File: config.mk
export PLATFORM = sky130hd
export DESIGN_NAME = hscs_core
export DESIGN_NICKNAME = d
export VERILOG_FILES = /design/src/hw/hscs_pkg.sv /design/src/hw/hscs_core.sv
export SDC_FILE = /design/constraint.sdc
export NUM_CORES = 1
export LEC_CHECK = 0
export ABC_AREA = 1
export BUFFER_PORTS_ARGS = -buffer_cell sky130_fd_sc_hd__buf_2
export CAP_MARGIN = 0
export CELL_PAD_IN_SITES_DETAIL_PLACEMENT = 1
export CELL_PAD_IN_SITES_GLOBAL_PLACEMENT = 2
export CORE_MARGIN = 4
export CORE_UTILIZATION = 29
export CTS_CLUSTER_DIAMETER = 100
export DETAILED_ROUTE_END_ITERATION = 10
export PLACE_DENSITY_LB_ADDON = 0.12
export SYNTH_ARGS = -nofsm -noshare
export SYNTH_HDL_FRONTEND = slang
export SYNTH_SLANG_ARGS = --single-unit
File: constraint.sdc
create_clock -name pclk -period 3.3 [get_ports pclk]
set_clock_uncertainty 0.05 [all_clocks]
set_input_delay 0.66 -clock pclk [delete_from_list [all_inputs] [get_ports pclk]]
set_output_delay 0.66 -clock pclk [all_outputs]
set_load 0.005 [all_outputs]
File: src/hw/hscs_pkg.sv
// Purpose: Constants and types for the loop-protocol status and command block
// Assumes: Single 10 MHz clock, APB register access
// Notes:   Summary of operation list below
//
// Summary of operation
// - Any failure sets more-status bit four
// - Sensor error sets extended device status
// - Flow out of limits sets variable alert
// - Command 48 answers two status bytes
// - Status bits follow conditions, self clearing
// - Byte 0 bits 0-4: power-up, limits
// - Byte 0 bits 5-7: sensor, mix, parameters
// - Byte 1: simulation, outputs, CRC, total
// - Common-practice commands 34..59 listed set accepted
// - Command 38 clears configuration-changed flag
// - No burst; answer only when polled
// - Catch device variable not supported
// - No device-specific commands recognised
// - Command 40 fixed current; reset leaves it
// - Damping only on flow and loop current
// - Protocol change applies after power cycle; here reset also returns the selection to loop, so loop stays active
// - Reported flow variable drives loop current
package hscs_pkg;
	// Register byte offsets
	localparam logic [7:0] HSCS_CMD_OFF    = 8'h00;
	localparam logic [7:0] HSCS_RESP_OFF   = 8'h04;
	localparam logic [7:0] HSCS_STAT_OFF   = 8'h08;
	localparam logic [7:0] HSCS_DAMP_OFF   = 8'h0C;
	localparam logic [7:0] HSCS_FIXED_OFF  = 8'h10;
	localparam logic [7:0] HSCS_PROTO_OFF  = 8'h14;
	localparam logic [7:0] HSCS_PRE_OFF    = 8'h18;
	localparam logic [7:0] HSCS_IRQ_OFF    = 8'h1C;
	localparam logic [7:0] HSCS_MASK_OFF   = 8'h20;
	localparam logic [7:0] HSCS_FLOW_OFF   = 8'h24;
	localparam logic [7:0] HSCS_LOOP_OFF   = 8'h28;
	// Command numbers
	localparam logic [7:0] HSCS_C_DAMP     = 8'h22;
	localparam logic [7:0] HSCS_C_RANGE    = 8'h23;
	localparam logic [7:0] HSCS_C_URV      = 8'h24;
	localparam logic [7:0] HSCS_C_LRV      = 8'h25;
	localparam logic [7:0] HSCS_C_CFGCLR   = 8'h26;
	localparam logic [7:0] HSCS_C_FIXED    = 8'h28;
	localparam logic [7:0] HSCS_C_UNITS    = 8'h2C;
	localparam logic [7:0] HSCS_C_TRIMLO   = 8'h2D;
	localparam logic [7:0] HSCS_C_TRIMHI   = 8'h2E;
	localparam logic [7:0] HSCS_C_ADDSTAT  = 8'h30;
	localparam logic [7:0] HSCS_C_PREAMB   = 8'h3B;
	// Response codes and counts
	localparam logic [7:0] HSCS_RC_OK      = 8'h00;
	localparam logic [7:0] HSCS_RC_NOTIMPL = 8'h40;
	localparam logic [1:0] HSCS_ADD_BYTES  = 2'h2;
	// Summary status bit positions
	localparam int HSCS_MORE_BIT  = 4;
	localparam int HSCS_CFGCH_BIT = 6;
	// Extended status bit positions
	localparam int HSCS_EXT_MAINT = 0;
	localparam int HSCS_EXT_ALERT = 1;
	// Reset values
	localparam logic [3:0]  HSCS_DAMP_RST  = 4'h0;
	localparam logic [7:0]  HSCS_PRE_RST   = 8'h05;
	localparam logic [15:0] HSCS_FLOW_RST  = 16'h0000;
	// Interrupt event bit positions
	localparam int HSCS_IRQ_DONE  = 0;
	localparam int HSCS_IRQ_NOTIM = 1;
	localparam int HSCS_IRQ_FAIL  = 2;
	// Protocol selection code
	localparam logic [1:0]  HSCS_PROTO_LOOP = 2'h0;

	// Raw alarm and error conditions from the measurement side
	typedef struct packed {
		logic total_err;
		logic crc_err;
		logic loop_range;
		logic freq_range;
		logic simulation;
		logic param_err;
		logic mix_err;
		logic sensor_range;
		logic temp_low;
		logic temp_high;
		logic flow_low;
		logic flow_high;
		logic power_up;
	} hscs_cond_t;

	// Command answer as seen by software
	typedef struct packed {
		logic [7:0] code;
		logic [1:0] count;
		logic [7:0] byte0;
		logic [7:0] byte1;
	} hscs_resp_t;

	typedef enum logic [2:0] {
		HSCS_IDLE = 3'b001,
		HSCS_EXEC = 3'b010,
		HSCS_DONE = 3'b100
	} hscs_state_t;
endpackage

File: src/hw/hscs_core.sv
// Purpose: Status assembly and common-practice command handling over APB
// Assumes: pclk 10 MHz, presetn asynchronous active low
// Notes:   Master commands arrive as APB writes; answers read back over APB
//
// Implementation choices: the APB register port and the register addresses.
`timescale 1ns/10ps
module hscs_core (
	input  wire logic              pclk,          // Bus clock
	input  wire logic              presetn,       // Async reset, low active
	input  wire logic              psel,          // APB select
	input  wire logic              penable,       // APB enable
	input  wire logic              pwrite,        // APB direction
	input  wire logic [7:0]        paddr,         // APB byte address
	input  wire logic [31:0]       pwdata,        // APB write data
	output logic      [31:0]       prdata,        // APB read data
	output logic                   pready,        // APB ready
	output logic                   pslverr,       // APB error
	input  wire hscs_pkg::hscs_cond_t cond,       // Live alarm conditions
	input  wire logic [15:0]       flow_raw,      // Linearized scaled flow
	output logic      [15:0]       primary_flow_variable, // Damped flow
	output logic      [15:0]       loop_out,      // Loop current setpoint
	output logic                   fixed_mode,    // Fixed current active
	output logic      [7:0]        summary_status, // Summary status byte
	output logic      [7:0]        ext_status,    // Extended status byte
	output logic      [1:0]        active_proto,  // Protocol in use
	output logic                   irq            // Level interrupt
);
	import hscs_pkg::*;

	// Registers
	hscs_state_t state_r;
	hscs_state_t state_nxt;
	hscs_resp_t  resp_r;
	logic [7:0]  cmd_r;
	logic [15:0] arg_r;
	logic [3:0]  damp_r;
	logic        fixed_r;
	logic [15:0] fixed_val_r;
	logic [1:0]  proto_sel_r;
	logic [1:0]  proto_act_r;
	logic        proto_taken_r;
	logic [7:0]  pre_r;
	logic        cfg_chg_r;
	logic [2:0]  irq_stat_r;
	logic [2:0]  irq_mask_r;
	logic [15:0] flow_r;
	logic [31:0] prdata_r;
	logic        pready_r;
	logic        pslverr_r;
	logic [7:0]  sum_r;
	logic [7:0]  ext_r;
	logic        irq_r;
	logic [15:0] loop_r;

	// Returns one for command numbers in the supported set
	function automatic logic cmd_known(input logic [7:0] c);
		cmd_known = (c == HSCS_C_DAMP) || (c == HSCS_C_RANGE) || (c == HSCS_C_URV)
			|| (c == HSCS_C_LRV) || (c == HSCS_C_CFGCLR) || (c == HSCS_C_FIXED)
			|| (c == HSCS_C_UNITS) || (c == HSCS_C_TRIMLO) || (c == HSCS_C_TRIMHI)
			|| (c == HSCS_C_ADDSTAT) || (c == HSCS_C_PREAMB);
	endfunction

	// Bus phase decode
	wire        acc      = psel && penable && pready_r;
	wire        wr       = acc && pwrite;
	wire        rd       = acc && !pwrite;
	wire        a_cmd    = (paddr == HSCS_CMD_OFF);
	wire        a_resp   = (paddr == HSCS_RESP_OFF);
	wire        a_stat   = (paddr == HSCS_STAT_OFF);
	wire        a_damp   = (paddr == HSCS_DAMP_OFF);
	wire        a_fixed  = (paddr == HSCS_FIXED_OFF);
	wire        a_proto  = (paddr == HSCS_PROTO_OFF);
	wire        a_pre    = (paddr == HSCS_PRE_OFF);
	wire        a_irq    = (paddr == HSCS_IRQ_OFF);
	wire        a_mask   = (paddr == HSCS_MASK_OFF);
	wire        a_flow   = (paddr == HSCS_FLOW_OFF);
	wire        a_loop   = (paddr == HSCS_LOOP_OFF);
	wire        a_any    = a_cmd | a_resp | a_stat | a_damp | a_fixed | a_proto
		| a_pre | a_irq | a_mask | a_flow | a_loop;
	// Command accepted only when idle; polled answers only, never burst
	wire        cmd_go   = wr && a_cmd && (state_r == HSCS_IDLE);

	// Device-specific status bytes track the live conditions
	wire [7:0]  stat_b0  = {cond.param_err, cond.mix_err, cond.sensor_range,
		cond.temp_low, cond.temp_high, cond.flow_low, cond.flow_high,
		cond.power_up};
	wire [7:0]  stat_b1  = {cond.total_err, cond.crc_err, 3'h0, cond.loop_range,
		cond.freq_range, cond.simulation};
	wire        any_fail = |stat_b0 | |stat_b1;
	wire        flow_alert = cond.flow_high | cond.flow_low;
	wire [7:0]  sum_nxt  = (8'(any_fail) << HSCS_MORE_BIT)
		| (8'(cfg_chg_r) << HSCS_CFGCH_BIT);
	wire [7:0]  ext_nxt  = (8'(cond.sensor_range) << HSCS_EXT_MAINT)
		| (8'(flow_alert) << HSCS_EXT_ALERT);

	// Damping: first-order filter, shift set by damping value
	wire [15:0] flow_diff = flow_raw - flow_r;
	wire [15:0] flow_step = (damp_r == HSCS_DAMP_RST) ? flow_diff
		: 16'($signed(flow_diff) >>> damp_r);
	wire [15:0] flow_nxt  = flow_r + flow_step;
	// Loop current follows the damped flow unless held fixed
	wire [15:0] loop_nxt  = fixed_r ? fixed_val_r : flow_r;

	// Command execution decode
	wire        exec      = (state_r == HSCS_EXEC);
	wire        known     = cmd_known(cmd_r);
	wire        is_add    = (cmd_r == HSCS_C_ADDSTAT);
	wire        is_cfgclr = exec && (cmd_r == HSCS_C_CFGCLR);
	wire        is_fix    = exec && (cmd_r == HSCS_C_FIXED);
	wire        is_damp   = exec && (cmd_r == HSCS_C_DAMP);
	wire        is_pre    = exec && (cmd_r == HSCS_C_PREAMB);
	wire        cfg_write = exec && known && !is_add && (cmd_r != HSCS_C_CFGCLR)
		&& (cmd_r != HSCS_C_FIXED);
	wire        sw_write  = wr && (a_damp | a_pre | a_proto);
	wire        resp_rd   = rd && a_resp && (state_r == HSCS_DONE);
	wire [2:0]  irq_ev    = {any_fail, exec && !known, exec};
	wire [2:0]  irq_clr   = (wr && a_irq) ? pwdata[2:0] : 3'h0;

	// Response assembly
	hscs_resp_t resp_nxt;
	assign resp_nxt.code  = known ? HSCS_RC_OK : HSCS_RC_NOTIMPL;
	assign resp_nxt.count = is_add ? HSCS_ADD_BYTES : 2'h0;
	assign resp_nxt.byte0 = is_add ? stat_b0 : 8'h00;
	assign resp_nxt.byte1 = is_add ? stat_b1 : 8'h00;

	// Sequencer
	always_comb
	begin
		state_nxt = state_r;
		case (state_r)
			HSCS_IDLE: if (cmd_go) state_nxt = HSCS_EXEC;
			HSCS_EXEC: state_nxt = HSCS_DONE;
			HSCS_DONE: if (resp_rd) state_nxt = HSCS_IDLE;
			default:   state_nxt = HSCS_IDLE;
		endcase
	end

	// Read mux
	wire [31:0] rd_val =
		a_resp  ? {6'h00, resp_r.count, resp_r.code, resp_r.byte1, resp_r.byte0} :
		a_cmd   ? {29'h0, state_r} :
		a_stat  ? {16'h0, ext_r, sum_r} :
		a_damp  ? {28'h0, damp_r} :
		a_fixed ? {15'h0, fixed_r, fixed_val_r} :
		a_proto ? {28'h0, proto_act_r, proto_sel_r} :
		a_pre   ? {24'h0, pre_r} :
		a_irq   ? {29'h0, irq_stat_r} :
		a_mask  ? {29'h0, irq_mask_r} :
		a_flow  ? {16'h0, flow_r} :
		a_loop  ? {16'h0, loop_r} : 32'h0;

	// Bus answer: no wait state, error on unmapped address
	always_ff @(posedge pclk or negedge presetn)
	begin
		if (!presetn)
		begin
			pready_r  <= 1'b0;
			pslverr_r <= 1'b0;
			prdata_r  <= 32'h0;
		end
		else
		begin
			pready_r  <= psel && !penable;
			pslverr_r <= psel && !penable && !a_any;
			prdata_r  <= (psel && !penable && !pwrite) ? rd_val : prdata_r;
		end
	end

	// Command state and answer
	always_ff @(posedge pclk or negedge presetn)
	begin
		if (!presetn)
		begin
			state_r <= HSCS_IDLE;
			cmd_r   <= 8'h00;
			arg_r   <= 16'h0000;
			resp_r  <= '0;
		end
		else
		begin
			state_r <= state_nxt;
			if (cmd_go)
			begin
				cmd_r <= pwdata[7:0];
				arg_r <= pwdata[23:8];
			end
			if (exec)
				resp_r <= resp_nxt;
		end
	end

	// Configuration written by commands or software
	always_ff @(posedge pclk or negedge presetn)
	begin
		if (!presetn)
		begin
			damp_r      <= HSCS_DAMP_RST;
			pre_r       <= HSCS_PRE_RST;
			fixed_r     <= 1'b0;
			fixed_val_r <= 16'h0000;
			cfg_chg_r   <= 1'b0;
			proto_sel_r <= HSCS_PROTO_LOOP;
		end
		else
		begin
			if (is_damp || (wr && a_damp))
				damp_r <= is_damp ? arg_r[3:0] : pwdata[3:0];
			if (is_pre || (wr && a_pre))
				pre_r <= is_pre ? arg_r[7:0] : pwdata[7:0];
			if (is_fix)
			begin
				fixed_r     <= (arg_r != 16'h0000);
				fixed_val_r <= arg_r;
			end
			if (wr && a_proto)
				proto_sel_r <= pwdata[1:0];
			if (cfg_write || sw_write)
				cfg_chg_r <= 1'b1;
			else if (is_cfgclr)
				cfg_chg_r <= 1'b0;
		end
	end

	// Protocol in use latched once after reset release
	always_ff @(posedge pclk or negedge presetn)
	begin
		if (!presetn)
		begin
			proto_act_r   <= HSCS_PROTO_LOOP;
			proto_taken_r <= 1'b0;
		end
		else if (!proto_taken_r)
		begin
			proto_act_r   <= proto_sel_r;
			proto_taken_r <= 1'b1;
		end
	end

	// Status, filter, loop and interrupts
	always_ff @(posedge pclk or negedge presetn)
	begin
		if (!presetn)
		begin
			sum_r      <= 8'h00;
			ext_r      <= 8'h00;
			flow_r     <= HSCS_FLOW_RST;
			loop_r     <= 16'h0000;
			irq_stat_r <= 3'h0;
			irq_mask_r <= 3'h0;
			irq_r      <= 1'b0;
		end
		else
		begin
			sum_r      <= sum_nxt;
			ext_r      <= ext_nxt;
			flow_r     <= flow_nxt;
			loop_r     <= loop_nxt;
			irq_stat_r <= (irq_stat_r & ~irq_clr) | irq_ev;
			if (wr && a_mask)
				irq_mask_r <= pwdata[2:0];
			irq_r      <= |(irq_stat_r & irq_mask_r);
		end
	end

	// Outputs from flip-flops
	assign prdata                = prdata_r;
	assign pready                = pready_r;
	assign pslverr               = pslverr_r;
	assign primary_flow_variable = flow_r;
	assign loop_out              = loop_r;
	assign fixed_mode            = fixed_r;
	assign summary_status        = sum_r;
	assign ext_status            = ext_r;
	assign active_proto          = proto_act_r;
	assign irq                   = irq_r;
endmodule // hscs_core

==> impl_metrics.json <==
{
  "yosys.area.top_type_share_pct": 39.0,
  "regToRegSetupSlack_ns": -0.16,
  "p_leak_nw": 6.22,
  "worstPathMaxFanout": 4,
  "hold_viol_final": 0,
  "async_flop_share_pct": 100,
  "ant_nets": 0,
  "core_area_sq_um": 29900,
  "yosysMostFrequentCell": "nand2_1",
  "n_antenna_cell": 0,
  "required_ns": 3.60,
  "wl_per_cell_um": 18.9,
  "cts_num_sinks": 141,
  "grt_max_degree": 73,
  "die_h_um": 183,
  "grt_pass1_vias": 9263,
  "power.density_nw_per_um2": 958,
  "min_period_ns": 3.46,
  "synth_area_leaders": "dfrtp_1 (39%), nand2_1 (14%), inv_1 (6.4%)",
  "drc": 0,
  "period_share_pct": 105,
  "grt_setup_unrepaired": "true",
  "yosysWarnings": 0,
  "status": "finished, violations left",
  "r2r_cells": 23,
  "vias": 8911,
  "slew_viol_final": 0,
  "yosysTopAreaCell": "dfrtp_1",
  "slew_headroom_pct": 35.6,
  "endpoint_kind": "register",
  "hp-class": "in2async",
  "io_pins": 160,
  "crit_start": "primary_flow_variable[0]",
  "avgSynthCellArea_sq_um": 7.54,
  "synth_area_sq_um": 8850,
  "power_mw": 11.9,
  "synthDistinctLibCells": 51,
  "htreeDepth": 4,
  "grt_overflow": 0,
  "r2r-end": "primary_flow_variable[13]",
  "cts_made_buffers": 17,
  "tightest_slew_ns": 0.964,
  "multiInputGateArea_sq_um": 5440,
  "drt-total-wl_um": 34800,
  "gp_congestion": 0.814,
  "drive_above_1_share_pct": 39.5,
  "dp_cells": 1790,
  "clk_path_buf_depth": 2,
  "clk_pin_slew_worst_paths_ns": 0.07,
  "setup_ws_ns": -0.164,
  "drtIter0Drc": 470,
  "dr.pass1.iters": 5,
  "start_util_pct": 29.6,
  "vdd_drop_max_mv": 0.405,
  "violations": "negative setup slack",
  "r2r_start": "primary_flow_variable[0]",
  "cts_tree": "done",
  "vias_per_cell": 4.83,
  "max_freq_mhz": 289,
  "cp.arrival_ns": 3.77,
  "ys_top_cells_by_count": "nand2_1 (320), inv_1 (150), dfrtp_1 (138)",
  "clock-root-buffer": "clkbuf_16",
  "num_rows": 63,
  "setup_tns_ns": -0.902,
  "start_kind": "register",
  "cp-endpoint": "primary_flow_variable[13]",
  "synth-seq-cells": 141,
  "clock_latency_ns": 0.43,
  "grt_use_total_pct": 20.9,
  "nFillCells": 3653,
  "regArea_sq_um": 3530,
  "die-width_um": 183,
  "syn_to_final_growth_pct": 41.0,
  "antenna_found_initial": 0,
  "cap_violations": 0,
  "whs_ns": 0.124,
  "hpwl_um": 27300,
  "setup_viol": 9,
  "synth_edf_count": 0,
  "worstSetupPathType": "reg2reg",
  "finalNetCount": 1548,
  "instances_no_fill": 1844,
  "syn_inst": 1174,
  "die_area_sq_um": 33400,
  "io_buffer_count": 126,
  "synth-main-ff-cell": "dfrtp_1",
  "ys_seq_area_share_pct": 39.9,
  "grt_pass1_wl_um": 54000
}
[critical path, stage by stage, from the launching register on]
cell     delay (ns)
dfrtp_1        0.43
ha_4           0.18
fa_2           0.35
inv_2          0.09
nand3_2        0.09
nand3_4        0.13
nand2_2        0.07
nand2_1        0.07
nand2_2        0.06
nand3_2        0.08
nand3_2        0.10
nand3_2        0.10
buf_4          0.12
nand3_1        0.09
nand2_1        0.14
inv_2          0.05
ha_4           0.23
nand2_2        0.07
nand2_2        0.06
a31oi_2        0.15
nand3_2        0.12
a21o_1         0.22
a31oi_2        0.18
xor2_1         0.17
[cell families after synthesis]
family / after synthesis / share of synthesized area (%)
adder cells (fa/ha/maj): 33 / 4.83
multiplexers: 4 / 0.636
flip-flops: 141 / 39.9
other: 2 / 0.0848
XOR/XNOR: 20 / 2.06
AO/OA/AOI/OAI: 219 / 14.4
AND/OR/NAND/NOR: 543 / 27.5
buffers and inverters: 212 / 10.6
[flip-flops by register name (all words and copies together) (netlist names)]
name / count
active_proto: 2
arg_r: 16
cfg_chg_r: 1
cmd_r: 8
damp_r: 4
ext_status: 2
fixed_mode: 1
fixed_val_r: 16
irq: 1
irq_mask_r: 3
irq_stat_r: 3
loop_out: 16
prdata: 19
pre_r: 8
pready: 1
primary_flow_variable: 16
proto_sel_r: 2
proto_taken_r: 1
pslverr: 1
resp_r: 15
state_r: 3
summary_status: 2
[how the worst min path moves through the flow]
stage | start | endpoint | slack, ns | depth (start not counted)
finish | presetn | primary_flow_variable[11] | 0.12 | 1
global route | presetn | primary_flow_variable[11] | 0.15 | 1
CTS | presetn | primary_flow_variable[11] | 0.12 | 1
detailed placement | cfg_chg_r | summary_status[6] | 0.35 | 0
global placement | cfg_chg_r | summary_status[6] | 0.35 | 0
floorplan | cfg_chg_r | summary_status[6] | 0.30 | 0
[layout by cell type (no fill, tap or decap), types with 4 or more instances in the layout]
cell type  instances
nor2_2            29
a21oi_1           36
o21ai_0           93
nand3_2           48
buf_4            147
clkbuf_16         17
o22ai_1            4
o21ai_1           12
nor2_1            23
dfrtp_1          136
nor2_4             9
inv_6              5
nand2_1          273
nand2_4           13
nand3_1           59
conb_1            26
o21ai_2            9
o211ai_1           5
nand2_2           40
buf_6              6
nand4_1           19
ha_4              24
buf_2            125
xor2_1            14
nor4_1             6
a221oi_1           7
ha_1               7
nor3_1             9
a21oi_2           28
inv_2             24
a21o_1             5
a21oi_4            4
inv_1            128
[through the flow]
stage	util (%)	area, sq um	worst slack, ns
6_report	41.8	12500	-0.164
5_1_grt	41.8	12500	-0.359
4_1_cts	40.9	12200	-0.126
3_5_place_dp	36.3	10800	-0.816
3_3_place_gp	36.3	10800	-0.743
2_1_floorplan	-	9070	-0.260
[area by class of cell]
class	instances	area share (%)
Sequential cell	141	28.3
Clock inverter	14	1.21
Clock buffer	18	3.52
Timing Repair Buffer	279	14.6
Tap cell	390	3.91
Inverter	157	4.86
Multi-Input combinational cell	845	43.6
[power breakdown]
group          switching, mW  internal [mW]
logic                   4.00           3.72
clock network          0.910           1.09
registers              0.220           2.00
[routing by layer]
metal / track usage [%] / share of wire [%] / up-vias
met5: 0 / 0 / -
met4: 3.72 / 0.63 / 0
met3: 2.53 / 3.4 / 17
met2: 32.1 / 45 / 176
met1: 31.7 / 51 / 4384
li1: - / - / 4334
[timing repair]
item / CTS / global route
endpoints found under the setup margin: 13 / 12
buffers inserted: 18 / 5
gates resized for setup: 153 / 53
hold buffers: 0 / 0
pin swaps: 47 / 35
Power figures use the tool's default switching activity.
